--- src/ssp_pkg.sv ---
// Shared constants, types and carriers of the sync serial port slave
// What this block does
// SPI shifts eight bits, MSB out first, new LSB in at once.
// Outgoing data changes on the chosen edge, incoming sampled on the other.
// Master makes the clock; both ends share the same idle polarity.
// After eight bits registers have swapped; reload and repeat while data remains.
// With no data left the master stops the clock and deselects.
// Master gives each slave its own select, at most one active.
// Unselected slave ignores clock and data and leaves its output undriven.
// I2C start sets start-seen; interrupt flag only if start interrupts enabled.
// Matching high address byte, write: set update-address, acknowledge, set interrupt.
// Reading the receive buffer returns the byte and clears buffer-full; the block keeps it set while the FIFO holds another byte.
// After the high address byte hold clock low until address rewritten.
// Slave address writes are refused during the acknowledge of a byte.
// Low address mismatch sets interrupt and update-address; no buffer-full, release untouched.
// After low address match the high address must be restored before data.
// Each data byte is acknowledged on the ninth clock, then interrupt set.
// With stretch enabled each byte clears clock-release and holds the clock.
// Acknowledge, interrupt, stretch, read, release repeat per byte until stop.
// Address or data hold enables behave as the plain modes plus address reload; code ignores addressHoldEnable, treats dataHoldEnable as stretchEnable.
// Buffer-full is set when an address or data byte enters the buffer.
package ssp_pkg;

  localparam int DATA_W = 8;
  localparam int FIFO_DEPTH = 4;
  localparam logic [3:0] BIT_LAST = 4'h7;
  localparam logic [3:0] BYTE_DONE = 4'h8;
  localparam logic [3:0] CNT_ZERO = 4'h0;
  localparam logic [4:0] TEN_BIT_PREFIX = 5'h1E;
  localparam logic [7:0] ADDR_RESET = 8'h00;
  localparam logic [7:0] TX_RESET = 8'h00;

  typedef enum logic [3:0] {
    I2C_IDLE = 4'b0001,
    I2C_BYTE = 4'b0010,
    I2C_ACK = 4'b0100,
    I2C_IGNORE = 4'b1000
  } ssp_i2c_state_e;

  typedef enum logic [2:0] {
    PHASE_HIGH = 3'b001,
    PHASE_LOW = 3'b010,
    PHASE_DATA = 3'b100
  } ssp_phase_e;

  typedef struct packed {
    logic i2cMode;
    logic idleHigh;
    logic launchOnIdle;
    logic startIrqEnable;
    logic stretchEnable;
    logic addressHoldEnable;
    logic dataHoldEnable;
  } ssp_ctrl_s;

  typedef struct packed {
    logic portInterruptFlag;
    logic startSeen;
    logic stopSeen;
    logic updateAddressFlag;
    logic clockReleaseBit;
    logic overflow;
  } ssp_status_s;

  localparam ssp_status_s STATUS_RESET = '{1'b0, 1'b0, 1'b0, 1'b0, 1'b1, 1'b0};

  typedef struct packed {
    logic sck;
    logic selectN;
    logic sdi;
    logic scl;
    logic sda;
  } ssp_pins_s;

  localparam ssp_pins_s PINS_RESET = '{1'b0, 1'b1, 1'b0, 1'b1, 1'b1};

endpackage

--- src/ssp_fifo.sv ---
// Small receive FIFO with valid/ready on both sides
`timescale 1ns/1ps
`default_nettype none
module ssp_fifo #(
  parameter int WIDTH = 8,
  parameter int DEPTH = 4
) (
  input wire logic mclk,
  input wire logic reset_n,
  input wire logic clkEn,
  input wire logic inValid,
  output logic inReady,
  input wire logic [WIDTH-1:0] inData,
  output logic outValid,
  input wire logic outReady,
  output logic [WIDTH-1:0] outData
);
  localparam int PW = $clog2(DEPTH);

  logic [WIDTH-1:0] mem [DEPTH];
  logic [PW:0] wrPtr_reg, wrPtr_next, rdPtr_reg, rdPtr_next;
  logic doWrite, doRead;

  // Extra pointer bit tells full from empty
  always_comb begin
    inReady = (wrPtr_reg[PW] == rdPtr_reg[PW]) || (wrPtr_reg[PW-1:0] != rdPtr_reg[PW-1:0]);
    outValid = wrPtr_reg != rdPtr_reg;
    outData = mem[rdPtr_reg[PW-1:0]];
    doWrite = clkEn && inValid && inReady;
    doRead = clkEn && outValid && outReady;
    wrPtr_next = doWrite ? wrPtr_reg + (PW+1)'(1) : wrPtr_reg;
    rdPtr_next = doRead ? rdPtr_reg + (PW+1)'(1) : rdPtr_reg;
  end

  always_ff @(posedge mclk or negedge reset_n) begin
    if (!reset_n) begin
      wrPtr_reg <= '0;
      rdPtr_reg <= '0;
    end else begin
      wrPtr_reg <= wrPtr_next;
      rdPtr_reg <= rdPtr_next;
    end
  end

  // Storage has no reset; only written slots are ever read
  always_ff @(posedge mclk) begin
    if (doWrite) begin
      mem[wrPtr_reg[PW-1:0]] <= inData;
    end
  end
endmodule // ssp_fifo
`default_nettype wire

--- src/ssp_slave_top.sv ---
// SPI slave and 10-bit I2C slave receiver of the sync serial port
`timescale 1ns/1ps
`default_nettype none
module ssp_slave_top
  import ssp_pkg::*;
(
  input wire logic mclk,
  input wire logic reset_n,
  input wire logic clkEn,
  input wire ssp_ctrl_s ctrl,
  input wire logic serialClockPin,
  input wire logic slaveSelectPin_n,
  input wire logic serialInPin,
  output logic serialOutPin,
  output logic serialOutPinOe,
  input wire logic serialClockLineIn,
  output logic serialClockLineOut,
  output logic serialClockLineOe,
  input wire logic serialDataLineIn,
  output logic serialDataLineOut,
  output logic serialDataLineOe,
  input wire logic [7:0] txData,
  input wire logic txLoad,
  input wire logic [7:0] addrWriteData,
  input wire logic addrWrite,
  input wire logic clockReleaseSet,
  input wire logic irqClear,
  input wire logic rxRead,
  output logic [7:0] rxData,
  output logic bufferFullFlag,
  output logic [7:0] slaveAddress,
  output ssp_status_s status
);

  // Pin synchronisers: three stages, a change counts once stages two and three agree
  ssp_pins_s pinRaw, sync1_reg, sync2_reg, sync3_reg;
  ssp_pins_s pinF_reg, pinF_next, pinP_reg;

  always_comb begin
    pinRaw = '{serialClockPin, slaveSelectPin_n, serialInPin,
               serialClockLineIn, serialDataLineIn};
    pinF_next = ssp_pins_s'((~(sync2_reg ^ sync3_reg) & sync3_reg)
                          | ((sync2_reg ^ sync3_reg) & pinF_reg));
  end

  always_ff @(posedge mclk or negedge reset_n) begin
    if (!reset_n) begin
      sync1_reg <= PINS_RESET;
      sync2_reg <= PINS_RESET;
      sync3_reg <= PINS_RESET;
      pinF_reg <= PINS_RESET;
      pinP_reg <= PINS_RESET;
    end else if (clkEn) begin
      sync1_reg <= pinRaw;
      sync2_reg <= sync1_reg;
      sync3_reg <= sync2_reg;
      pinF_reg <= pinF_next;
      pinP_reg <= pinF_reg;
    end
  end

  logic sckRise, sckFall, toActive, toIdle, launchEdge, captureEdge, selected;
  logic sclRise, sclFall, startCond, stopCond;

  always_comb begin
    sckRise = pinF_reg.sck && !pinP_reg.sck;
    sckFall = !pinF_reg.sck && pinP_reg.sck;
    toActive = ctrl.idleHigh ? sckFall : sckRise;
    toIdle = ctrl.idleHigh ? sckRise : sckFall;
    launchEdge = ctrl.launchOnIdle ? toIdle : toActive;
    captureEdge = ctrl.launchOnIdle ? toActive : toIdle;
    selected = !pinF_reg.selectN && !ctrl.i2cMode;
    sclRise = pinF_reg.scl && !pinP_reg.scl;
    sclFall = !pinF_reg.scl && pinP_reg.scl;
    startCond = pinF_reg.scl && pinP_reg.scl && pinP_reg.sda && !pinF_reg.sda;
    stopCond = pinF_reg.scl && pinP_reg.scl && !pinP_reg.sda && pinF_reg.sda;
  end

  // Receive path: FIFO then one output register that software reads
  logic pushValid, pushReady, popValid, popReady;
  logic [7:0] pushData, popData;

  ssp_fifo #(.WIDTH(DATA_W), .DEPTH(FIFO_DEPTH)) rxFifo (
    .mclk(mclk),
    .reset_n(reset_n),
    .clkEn(clkEn),
    .inValid(pushValid),
    .inReady(pushReady),
    .inData(pushData),
    .outValid(popValid),
    .outReady(popReady),
    .outData(popData)
  );

  // SPI shift engine state
  logic [7:0] spiShift_reg, spiShift_next, txHold_reg, txHold_next;
  logic [3:0] spiCnt_reg, spiCnt_next;
  logic spiPending_reg, spiPending_next, spiBit_reg, spiBit_next;
  logic spiOe_reg, spiOe_next, spiPush;
  logic [7:0] spiByte;

  // I2C receive engine state
  ssp_i2c_state_e i2cState_reg, i2cState_next;
  ssp_phase_e phase_reg, phase_next;
  logic [7:0] i2cShift_reg, i2cShift_next, addr_reg, addr_next;
  logic [3:0] i2cCnt_reg, i2cCnt_next;
  logic ackOe_reg, ackOe_next, sclHold_reg, sclHold_next, i2cPush;
  ssp_status_s status_reg, status_next;

  // Output register of the receive buffer
  logic [7:0] rxData_reg, rxData_next;
  logic rxValid_reg, rxValid_next;

  always_comb begin
    spiShift_next = spiShift_reg;
    txHold_next = txHold_reg;
    spiCnt_next = spiCnt_reg;
    spiPending_next = spiPending_reg;
    spiBit_next = spiBit_reg;
    spiOe_next = selected;
    spiPush = 1'b0;
    spiByte = {spiShift_reg[6:0], pinF_reg.sdi};
    i2cState_next = i2cState_reg;
    phase_next = phase_reg;
    i2cShift_next = i2cShift_reg;
    i2cCnt_next = i2cCnt_reg;
    addr_next = addr_reg;
    ackOe_next = ackOe_reg;
    i2cPush = 1'b0;
    status_next = status_reg;

    // Software actions first so that hardware events in the same cycle win
    if (irqClear) begin
      status_next.portInterruptFlag = 1'b0;
      status_next.overflow = 1'b0;
    end
    if (clockReleaseSet) begin
      status_next.clockReleaseBit = 1'b1;
    end
    if (addrWrite && i2cState_reg != I2C_ACK) begin
      addr_next = addrWriteData;
      status_next.updateAddressFlag = 1'b0;
      status_next.clockReleaseBit = 1'b1;
    end
    if (txLoad) begin
      txHold_next = txData;
    end

    // SPI: unselected means idle, counters cleared, output undriven
    if (!selected) begin
      spiCnt_next = CNT_ZERO;
      spiPending_next = 1'b0;
      spiShift_next = txLoad ? txData : txHold_reg;
    end else begin
      if (txLoad && spiCnt_reg == CNT_ZERO && !spiPending_reg) begin
        spiShift_next = txData;
      end
      if (captureEdge) begin
        if (spiCnt_reg == BIT_LAST) begin
          spiPush = 1'b1;
          spiShift_next = txLoad ? txData : txHold_reg;
          spiCnt_next = CNT_ZERO;
          spiPending_next = 1'b0;
          status_next.portInterruptFlag = 1'b1;
          if (!pushReady) begin
            status_next.overflow = 1'b1;
          end
        end else begin
          spiBit_next = pinF_reg.sdi;
          spiPending_next = 1'b1;
          spiCnt_next = spiCnt_reg + 4'h1;
        end
      end else if (launchEdge && spiPending_reg) begin
        spiShift_next = {spiShift_reg[6:0], spiBit_reg};
        spiPending_next = 1'b0;
      end
    end

    // I2C receive sequence
    if (!ctrl.i2cMode) begin
      i2cState_next = I2C_IDLE;
      ackOe_next = 1'b0;
    end else if (startCond) begin
      status_next.startSeen = 1'b1;
      status_next.stopSeen = 1'b0;
      if (ctrl.startIrqEnable) begin
        status_next.portInterruptFlag = 1'b1;
      end
      i2cState_next = I2C_BYTE;
      phase_next = PHASE_HIGH;
      i2cCnt_next = CNT_ZERO;
      ackOe_next = 1'b0;
    end else if (stopCond) begin
      status_next.startSeen = 1'b0;
      status_next.stopSeen = 1'b1;
      i2cState_next = I2C_IDLE;
      ackOe_next = 1'b0;
    end else begin
      unique case (i2cState_reg)
        I2C_IDLE, I2C_IGNORE: begin
          ackOe_next = 1'b0;
        end
        I2C_BYTE: begin
          if (sclRise && i2cCnt_reg != BYTE_DONE) begin
            i2cShift_next = {i2cShift_reg[6:0], pinF_reg.sda};
            i2cCnt_next = i2cCnt_reg + 4'h1;
          end else if (i2cCnt_reg == BYTE_DONE && !pinF_reg.scl && pushReady) begin
            unique case (phase_reg)
              PHASE_HIGH: begin
                if (i2cShift_reg[7:3] == TEN_BIT_PREFIX
                    && i2cShift_reg[7:1] == addr_reg[7:1] && !i2cShift_reg[0]) begin
                  status_next.updateAddressFlag = 1'b1;
                  status_next.clockReleaseBit = 1'b0;
                  i2cPush = 1'b1;
                  ackOe_next = 1'b1;
                  phase_next = PHASE_LOW;
                  i2cState_next = I2C_ACK;
                end else begin
                  i2cState_next = I2C_IGNORE;
                end
              end
              PHASE_LOW: begin
                status_next.updateAddressFlag = 1'b1;
                if (i2cShift_reg == addr_reg) begin
                  // Hold until the high byte is put back
                  status_next.clockReleaseBit = 1'b0;
                  i2cPush = 1'b1;
                  ackOe_next = 1'b1;
                  phase_next = PHASE_DATA;
                  i2cState_next = I2C_ACK;
                end else begin
                  status_next.portInterruptFlag = 1'b1;
                  i2cState_next = I2C_IGNORE;
                end
              end
              PHASE_DATA: begin
                i2cPush = 1'b1;
                ackOe_next = 1'b1;
                if (ctrl.stretchEnable || ctrl.dataHoldEnable) begin
                  status_next.clockReleaseBit = 1'b0;
                end
                i2cState_next = I2C_ACK;
              end
              default: begin
                i2cState_next = I2C_IGNORE;
              end
            endcase
          end
        end
        I2C_ACK: begin
          // Acknowledge stands for the whole ninth pulse
          if (sclFall) begin
            ackOe_next = 1'b0;
            status_next.portInterruptFlag = 1'b1;
            i2cCnt_next = CNT_ZERO;
            i2cState_next = I2C_BYTE;
          end
        end
        default: begin
          i2cState_next = I2C_IDLE;
          ackOe_next = 1'b0;
        end
      endcase
    end

    // Stretch only grabs a low clock so the master's high time is never cut short
    sclHold_next = ctrl.i2cMode && i2cState_reg == I2C_BYTE
                   && (!pinF_reg.scl || sclHold_reg)
                   && ((i2cCnt_reg == CNT_ZERO && !status_next.clockReleaseBit)
                       || (i2cCnt_reg == BYTE_DONE && !pushReady));
    if (startCond || stopCond) begin
      sclHold_next = 1'b0;
    end

    pushValid = spiPush || i2cPush;
    pushData = ctrl.i2cMode ? i2cShift_reg : spiByte;

    popReady = !rxValid_reg || rxRead;
    rxData_next = rxData_reg;
    rxValid_next = rxValid_reg;
    if (popReady && popValid) begin
      rxData_next = popData;
      rxValid_next = 1'b1;
    end else if (rxRead) begin
      rxValid_next = 1'b0;
    end
  end

  always_ff @(posedge mclk or negedge reset_n) begin
    if (!reset_n) begin
      spiShift_reg <= TX_RESET;
      txHold_reg <= TX_RESET;
      spiCnt_reg <= CNT_ZERO;
      spiPending_reg <= 1'b0;
      spiBit_reg <= 1'b0;
      spiOe_reg <= 1'b0;
      i2cState_reg <= I2C_IDLE;
      phase_reg <= PHASE_HIGH;
      i2cShift_reg <= TX_RESET;
      i2cCnt_reg <= CNT_ZERO;
      addr_reg <= ADDR_RESET;
      ackOe_reg <= 1'b0;
      sclHold_reg <= 1'b0;
      status_reg <= STATUS_RESET;
      rxData_reg <= TX_RESET;
      rxValid_reg <= 1'b0;
    end else if (clkEn) begin
      spiShift_reg <= spiShift_next;
      txHold_reg <= txHold_next;
      spiCnt_reg <= spiCnt_next;
      spiPending_reg <= spiPending_next;
      spiBit_reg <= spiBit_next;
      spiOe_reg <= spiOe_next;
      i2cState_reg <= i2cState_next;
      phase_reg <= phase_next;
      i2cShift_reg <= i2cShift_next;
      i2cCnt_reg <= i2cCnt_next;
      addr_reg <= addr_next;
      ackOe_reg <= ackOe_next;
      sclHold_reg <= sclHold_next;
      status_reg <= status_next;
      rxData_reg <= rxData_next;
      rxValid_reg <= rxValid_next;
    end
  end

  // Open-drain lines only ever pull low
  assign serialOutPin = spiShift_reg[7];
  assign serialOutPinOe = spiOe_reg;
  assign serialClockLineOut = 1'b0;
  assign serialClockLineOe = sclHold_reg;
  assign serialDataLineOut = 1'b0;
  assign serialDataLineOe = ackOe_reg;
  assign rxData = rxData_reg;
  assign bufferFullFlag = rxValid_reg;
  assign slaveAddress = addr_reg;
  assign status = status_reg;

endmodule // ssp_slave_top
`default_nettype wire

--- config.mk ---
export PLATFORM = sky130hd
export DESIGN_NAME = ssp_slave_top
export DESIGN_NICKNAME = d
export VERILOG_FILES = /design/src/ssp_pkg.sv /design/src/ssp_fifo.sv /design/src/ssp_slave_top.sv
export SDC_FILE = /design/constraint.sdc
export NUM_CORES = 1
export LEC_CHECK = 0
export BUFFER_PORTS_ARGS = -buffer_cell sky130_fd_sc_hd__clkbuf_2
export CAP_MARGIN = 20
export CORE_MARGIN = 1
export CORE_UTILIZATION = 57
export DETAILED_ROUTE_END_ITERATION = 10
export PLACE_DENSITY_LB_ADDON = 0.05
export SYNTH_ARGS = -nofsm -noshare
export SYNTH_HDL_FRONTEND = slang
export SYNTH_HIERARCHICAL = 1
export SYNTH_SLANG_ARGS = --single-unit
--- constraint.sdc ---
create_clock -name mclk -period 8 [get_ports mclk]
set_input_delay 1.6 -clock mclk [delete_from_list [all_inputs] [get_ports mclk]]
set_output_delay 1.6 -clock mclk [all_outputs]
set_load 0.05 [all_outputs]
### After elaboration in Yosys (flattened, before gate mapping)

Memories as Yosys holds them, arrays and structs flattened. A register that Yosys moved wholly into a read port is not among the register bits.
Index checks and enable logic that the tools add are counted.

* $add $sub $neg: 4
* equality and inequality tests: 32
* mux-type cells: 100
* bitwise logic cells: 8
* reduce and logical (&&, ||, !) cells: 71

Operators by type and width (number)
* two-way mux 4 bit: 15
* two-way mux 8 bit: 7
* two-way mux 1 bit: 51
* logical AND 1 bit: 29
* two-way mux 3 bit: 8
* case mux 4 bit (3 select lines): 2
* two-way mux 2 bit: 8
* inequality test 5 bit (second input constant): 3
* zero test 1 bit: 14
* inequality test 3 bit (second input constant): 4
* inequality test 6 bit (second input constant): 2
* AND reduction 6 bit: 2
* bitwise AND 5 bit: 2
* AND reduction 2 bit: 5
* case mux 1 bit (3 select lines): 3
* AND reduction 9 bit: 1
* adder 4 x 1 -> 4 bit (second input constant): 2
* equality test 4 x 3 -> 1 bit (second input constant): 2
* equality test 4 bit (second input constant): 2
* equality test 8 bit: 1
* zero test 4 bit: 2
* inequality test 4 bit (second input constant): 2
* case mux 4 bit (2 select lines): 1
* nonzero test 2 bit: 4
* other kinds (29): 43

* bits in registers: 88
* RAM bits: 32
* output and inout bits: 29
* word-level logic and storage cells: 261
* memories: 1

Memories
* rxFifo.mem: depth 4, width 8, rd ports 1, clocked after Yosys merged registers in 1, write ports 1, line ssp_fifo.sv:20 `logic [WIDTH-1:0] mem [DEPTH];`

### Depth between registers and ports, before layout

* depth in word-level cells: 19
* depth in mapped cells: 9
* mapped depth without buffers: 9

### By module

The synthesis kept the hierarchy.

Modules (own cells, without submodules)
* ssp_slave_top: times used 1, cells each 410, area each 4509.3 um2
* ssp_fifo: times used 1, cells each 83, area each 1655.3 um2

### Least setup slack after synthesis

Ideal clock, no wire load.

* kind: input -> register
* from: input port ctrl[5] (netlist bit)
* to: memory rxFifo.mem[3][0] (enable)
* data arrival time: 3.041 ns
* required time: 7.622 ns
* path slack: 4.581 ns
* stages: 6
* buffers on the path: 0
* cell sequence: xnor2_2 mux2_4 and4_2 a31o_2 nand3_1 a31oi_1

* longest elaborated chain between the ends: 9
* elaborated cells between the ends (all ways): 10

Ends and longest elaborated chain
* start, declared: line ssp_slave_top.sv:10 `input wire ssp_ctrl_s ctrl,`
* two-way mux 1 bit (on tied branches): line ssp_slave_top.sv:69, ssp_slave_top.sv:68
* two-way mux 1 bit *: line ssp_slave_top.sv:71 `captureEdge = ctrl.launchOnIdle ? toActive : toIdle;`
* two-way mux 1 bit *: line ssp_slave_top.sv:158 `if (captureEdge) begin`
* two-way mux 1 bit *: line ssp_slave_top.sv:150 `if (!selected) begin`
* logical OR 1 bit *: line ssp_slave_top.sv:275 `pushValid = spiPush || i2cPush;`
* net pushValid: line ssp_slave_top.sv:80 `logic pushValid, pushReady, popValid, popReady;`
* logical AND 1 bit * (2 in series): line ssp_fifo.sv:29 `doWrite = clkEn && inValid && inReady;`
* two-way mux 1 bit *: line ssp_fifo.sv:47 `if (doWrite) begin`
* two-way mux 1 bit (implied by the code) *: line ssp_fifo.sv:48 `mem[wrPtr_reg[PW-1:0]] <= inData;`
* end, declared: line ssp_fifo.sv:20

The timed path passes the listed nets; every way through them passes the cells marked *.

### Final worst setup path

* from: input port ctrl[6] (netlist bit)
* to: memory rxFifo.mem[3][2] (enable)

* longest elaborated chain between the ends: 8
* elaborated cells between the ends (all ways): 9

Ends and longest elaborated chain
* zero test 1 bit
* logical AND 1 bit: line ssp_slave_top.sv:72 `selected = !pinF_reg.selectN && !ctrl.i2cMode;`
* two-way mux 1 bit: line ssp_slave_top.sv:150
* logical OR 1 bit *: line ssp_slave_top.sv:275
* net pushValid: line ssp_slave_top.sv:80
* logical AND 1 bit * (2 in series): line ssp_fifo.sv:29
* two-way mux 1 bit *: line ssp_fifo.sv:47
* two-way mux 1 bit (implied by the code) *: line ssp_fifo.sv:48

Marked as above.

==> run_results.csv <==
group,metric,value,unit
yosys,synth_enable_flop_cells,32,
sta,setup_violations,0,
worst_hold_path,hold_start,"sync3_reg[1]",
placement,place_hpwl,8340,µm
cts,clkSinkCount,128,
run_status,outcome,"finished, final reports clean",
sta,max_slew.worst_pin.slew,0.976,ns
worst_setup_path,worst_path_largest_cell_delay,0.77,ns
worst_setup_path,path_max_fanout,16,
worst_setup_path,timing.critical_path.max_delay_family,"compound AO/OA/AOI/OAI gates",
cells_and_area,nNetsFinal,602,
routing,antenna_left,0,
floorplan,initial_utilization,0.592,
cts,clock_latency,0.52,ns
cells_and_area,area_growth,16.3,%
yosys,synth_top_area_cell,"sky130_fd_sc_hd__dfrtp_1",
grt,globalRouteTotalUtil,0.235,
cells_and_area,final_common_cell,"sky130_fd_sc_hd__dfrtp_1",
sta,finalCritPeriodShare,0.442,
routing,total_routed_length,12000,µm
routing,post_detailed_route_via_to_cell_ratio,5.80,
yosys,yosysWarnings,6,
grt,grt_first_pass_wirelength,20100,µm
cells_and_area,most-common-layout-cells,"79 x sky130_fd_sc_hd__dfrtp_1, 60 x sky130_fd_sc_hd__clkbuf_2, 54 x sky130_fd_sc_hd__mux2_2",
yosys,yosysTopAreaCellShare,0.321,
worst_setup_path,startpoint_type,"input pin",
sta,setup-tns-final,0,ns
yosys,seq_area_frac_synth,0.549,
yosys,synth_cell_type_count,70,
placement,routabilityCongestion,0.808,
sta,final_max_slew_viol_count,0,
cts,cts.hold.buffers_added,0,
cells_and_area,largest_register_ffs,32,
grt,total_global_routing_overflow,0,
power,vdd_drop_max,0.000250,V
yosys,ys.flop_type,"sky130_fd_sc_hd__dfrtp_1",
cts,max-clock-path-buffers,2,
yosys,post_synth_instance_area,6160,µm²
worst_setup_path,timing.setup.critical_path_class,"input pin to flop",
flow_run,timing.max_cap.violations,0,
routing,post-route-drc-count,0,
cts,root_buffer,"sky130_fd_sc_hd__clkbuf_8",
routing,drt_pre_antenna_iters,5,
power,p_leak,3.12,nW
cts,cts.reportedPaths.clkPinSlew,0.06,ns
cells_and_area,antenna_cells_inserted,0,
sta,grt_setup_unrepaired,"false",
sta,timing.final.hold_violations,0,
routing,routed-via-count,4092,
cells_and_area,final_cells,706,
floorplan,rows,37,
routing,initial_drc_count,190,
placement,post-place-cells,673,
sta,timing.final.crit_period,3.54,ns
cts,postCtsSetupRepairBufs,0,
yosys,synth_cells,493,
cts,cts_tree,"yes",
grt,grt_max_degree,69,
worst_setup_path,cp_data_arrival_time,3.69,ns
worst_setup_path,crit_buf_inv,1,
floorplan,chip_height,106,µm
floorplan,die-area,11200,µm²
cts,cts.repair.resized,0,
sta,max_freq,283,MHz
placement,buffer_ports.inserted,61,
worst_setup_path,critical_path.cell_chain,"clkbuf_2, o21ai_0, nor2_1, a31o_2, nand3_1, a31oi_1",
worst_setup_path,setup.worst_path.end_class,"flop",
worst_setup_path,required,8.15,ns
grt,first_global_vias,4139,
yosys,synth_area_leaders,"sky130_fd_sc_hd__dfrtp_1 32%, sky130_fd_sc_hd__edfxtp_1 16%, sky130_fd_sc_hd__mux2_2 9.9%",
worst_setup_path,timing.rr.start,"rxFifo/rdPtr_reg[0]",
floorplan,io-pin-count,65,
cells_and_area,drive_gt1_frac,0.342,
worst_setup_path,critical_path.startpoint,"ctrl[6]",
sta,timing.slew.headroom,0.346,
power,power_density,314,nW/µm²
floorplan,fp.dieW,106,µm
cts,cts.htree.levels,4,
cts,cts-buffers-inserted,17,
yosys,post_synth.cell_area_avg,12.5,µm²
worst_setup_path,worst_path_max_delay_cell,"sky130_fd_sc_hd__a31oi_1",
floorplan,floorplan.core_area,10400,µm²
routing,wl_per_cell,17.0,µm
yosys,postSynth.asyncResetShare,0.750,
sta,skew,0.00786,ns
yosys,post_synthesis_register_bit_count,128,
worst_hold_path,worst_hold_path_type,"flop to flop",
grt,initial_antenna_violation_count,0,
==> worst min-delay path: stages, from the launching register on <==
cell                      delay (ns)
sky130_fd_sc_hd__dfstp_2        0.36
sky130_fd_sc_hd__inv_1          0.06
sky130_fd_sc_hd__o21ai_0        0.07
==> metal layers <==
layer	wire [µm]	track usage	part of all wire	vias to the layer above
li1	-	-	-	1944
met1	5310	0.302	0.44	2036
met2	6040	0.387	0.50	89
met3	358	0.0484	0.030	23
met4	276	0.105	0.023	0
met5	0	0	0	-
==> cell type report <==
class                   instances  area [µm²]
fillers                       788        3250
well taps                     136         170
flip-flops and latches        128        3380
clock buffers                  19         432
multi-input cells             326        2610
inverters                      20        75.1
clock inverters                13         168
repair buffers                 64         330
==> synth_stat cells, drive strengths merged, types with 2 or more instances <==
library cell  instances
xor2                 12
edfxtp               32
inv                  20
a21o                  2
nor4b                 2
o311ai                3
a22oi                 2
ha                    9
o2111ai               3
a31oi                 5
dfrtp                79
dfstp                17
mux2                 56
xnor2                 7
nor2                 24
o32ai                 2
o22ai                 2
nand2b                4
clkbuf               11
nor3                 14
nand4b                2
a22o                 10
nand3                12
buf                   9
and2                  6
mux4                  8
a32o                  3
and3                  9
nor2b                 4
nand4                 3
mux2i                 9
nand2                35
a21oi                18
o21ai                30
a211o                10
==> cells by family (layout without fill, tap and decap cells) <==
kind of cell,after synthesis,after routing,synth area share
AOI/OAI and AO/OA,99,99,0.118
xor gates and xnor gates,19,19,0.0355
adders and majority gates,9,9,0.0183
buffers and inverters,40,116,0.0282
DFF,128,128,0.549
muxes,73,73,0.147
other,1,2,0.000608
and+or+nand+nor,124,124,0.103
==> power breakdown <==
| part | switching [mW] | internal (mW) |
|---|---|---|
| registers | 0.122 | 0.796 |
| logic | 0.325 | 0.228 |
| clock network | 0.272 | 0.508 |
| total | 0.719 | 1.53 |
==> final timing paths <==
path | endpoint | slack (ns) | depth (start not counted)
max | rxFifo/mem[3][2] | 4.46 | 6
min | sync3_reg[1] | 0.49 | 2
max reg2reg | rxFifo/mem[3][2] | 4.71 | 7
min reg2reg | sync3_reg[1] | 0.49 | 2
max in group asynchronous | pinP_reg[4] | 5.84 | 2
min in group asynchronous | rxData[0] | 0.99 | 1
==> through the flow <==
stage                     worst slack, ns  cell area [µm²]  hold slack (ns)  total power [mW]  utilization
after floorplan                      4.58             6170            0.449              1.35            -
after global placement               3.90             6560            0.465              1.46        0.630
after detailed placement             3.85             6560            0.477              1.48        0.630
after CTS                            4.41             7160            0.488              2.26        0.688
after global routing                 4.27             7170            0.497              2.35        0.688
final                                4.46             7170            0.488              2.25        0.688
Note: power is estimated with default switching activity, not from simulation.
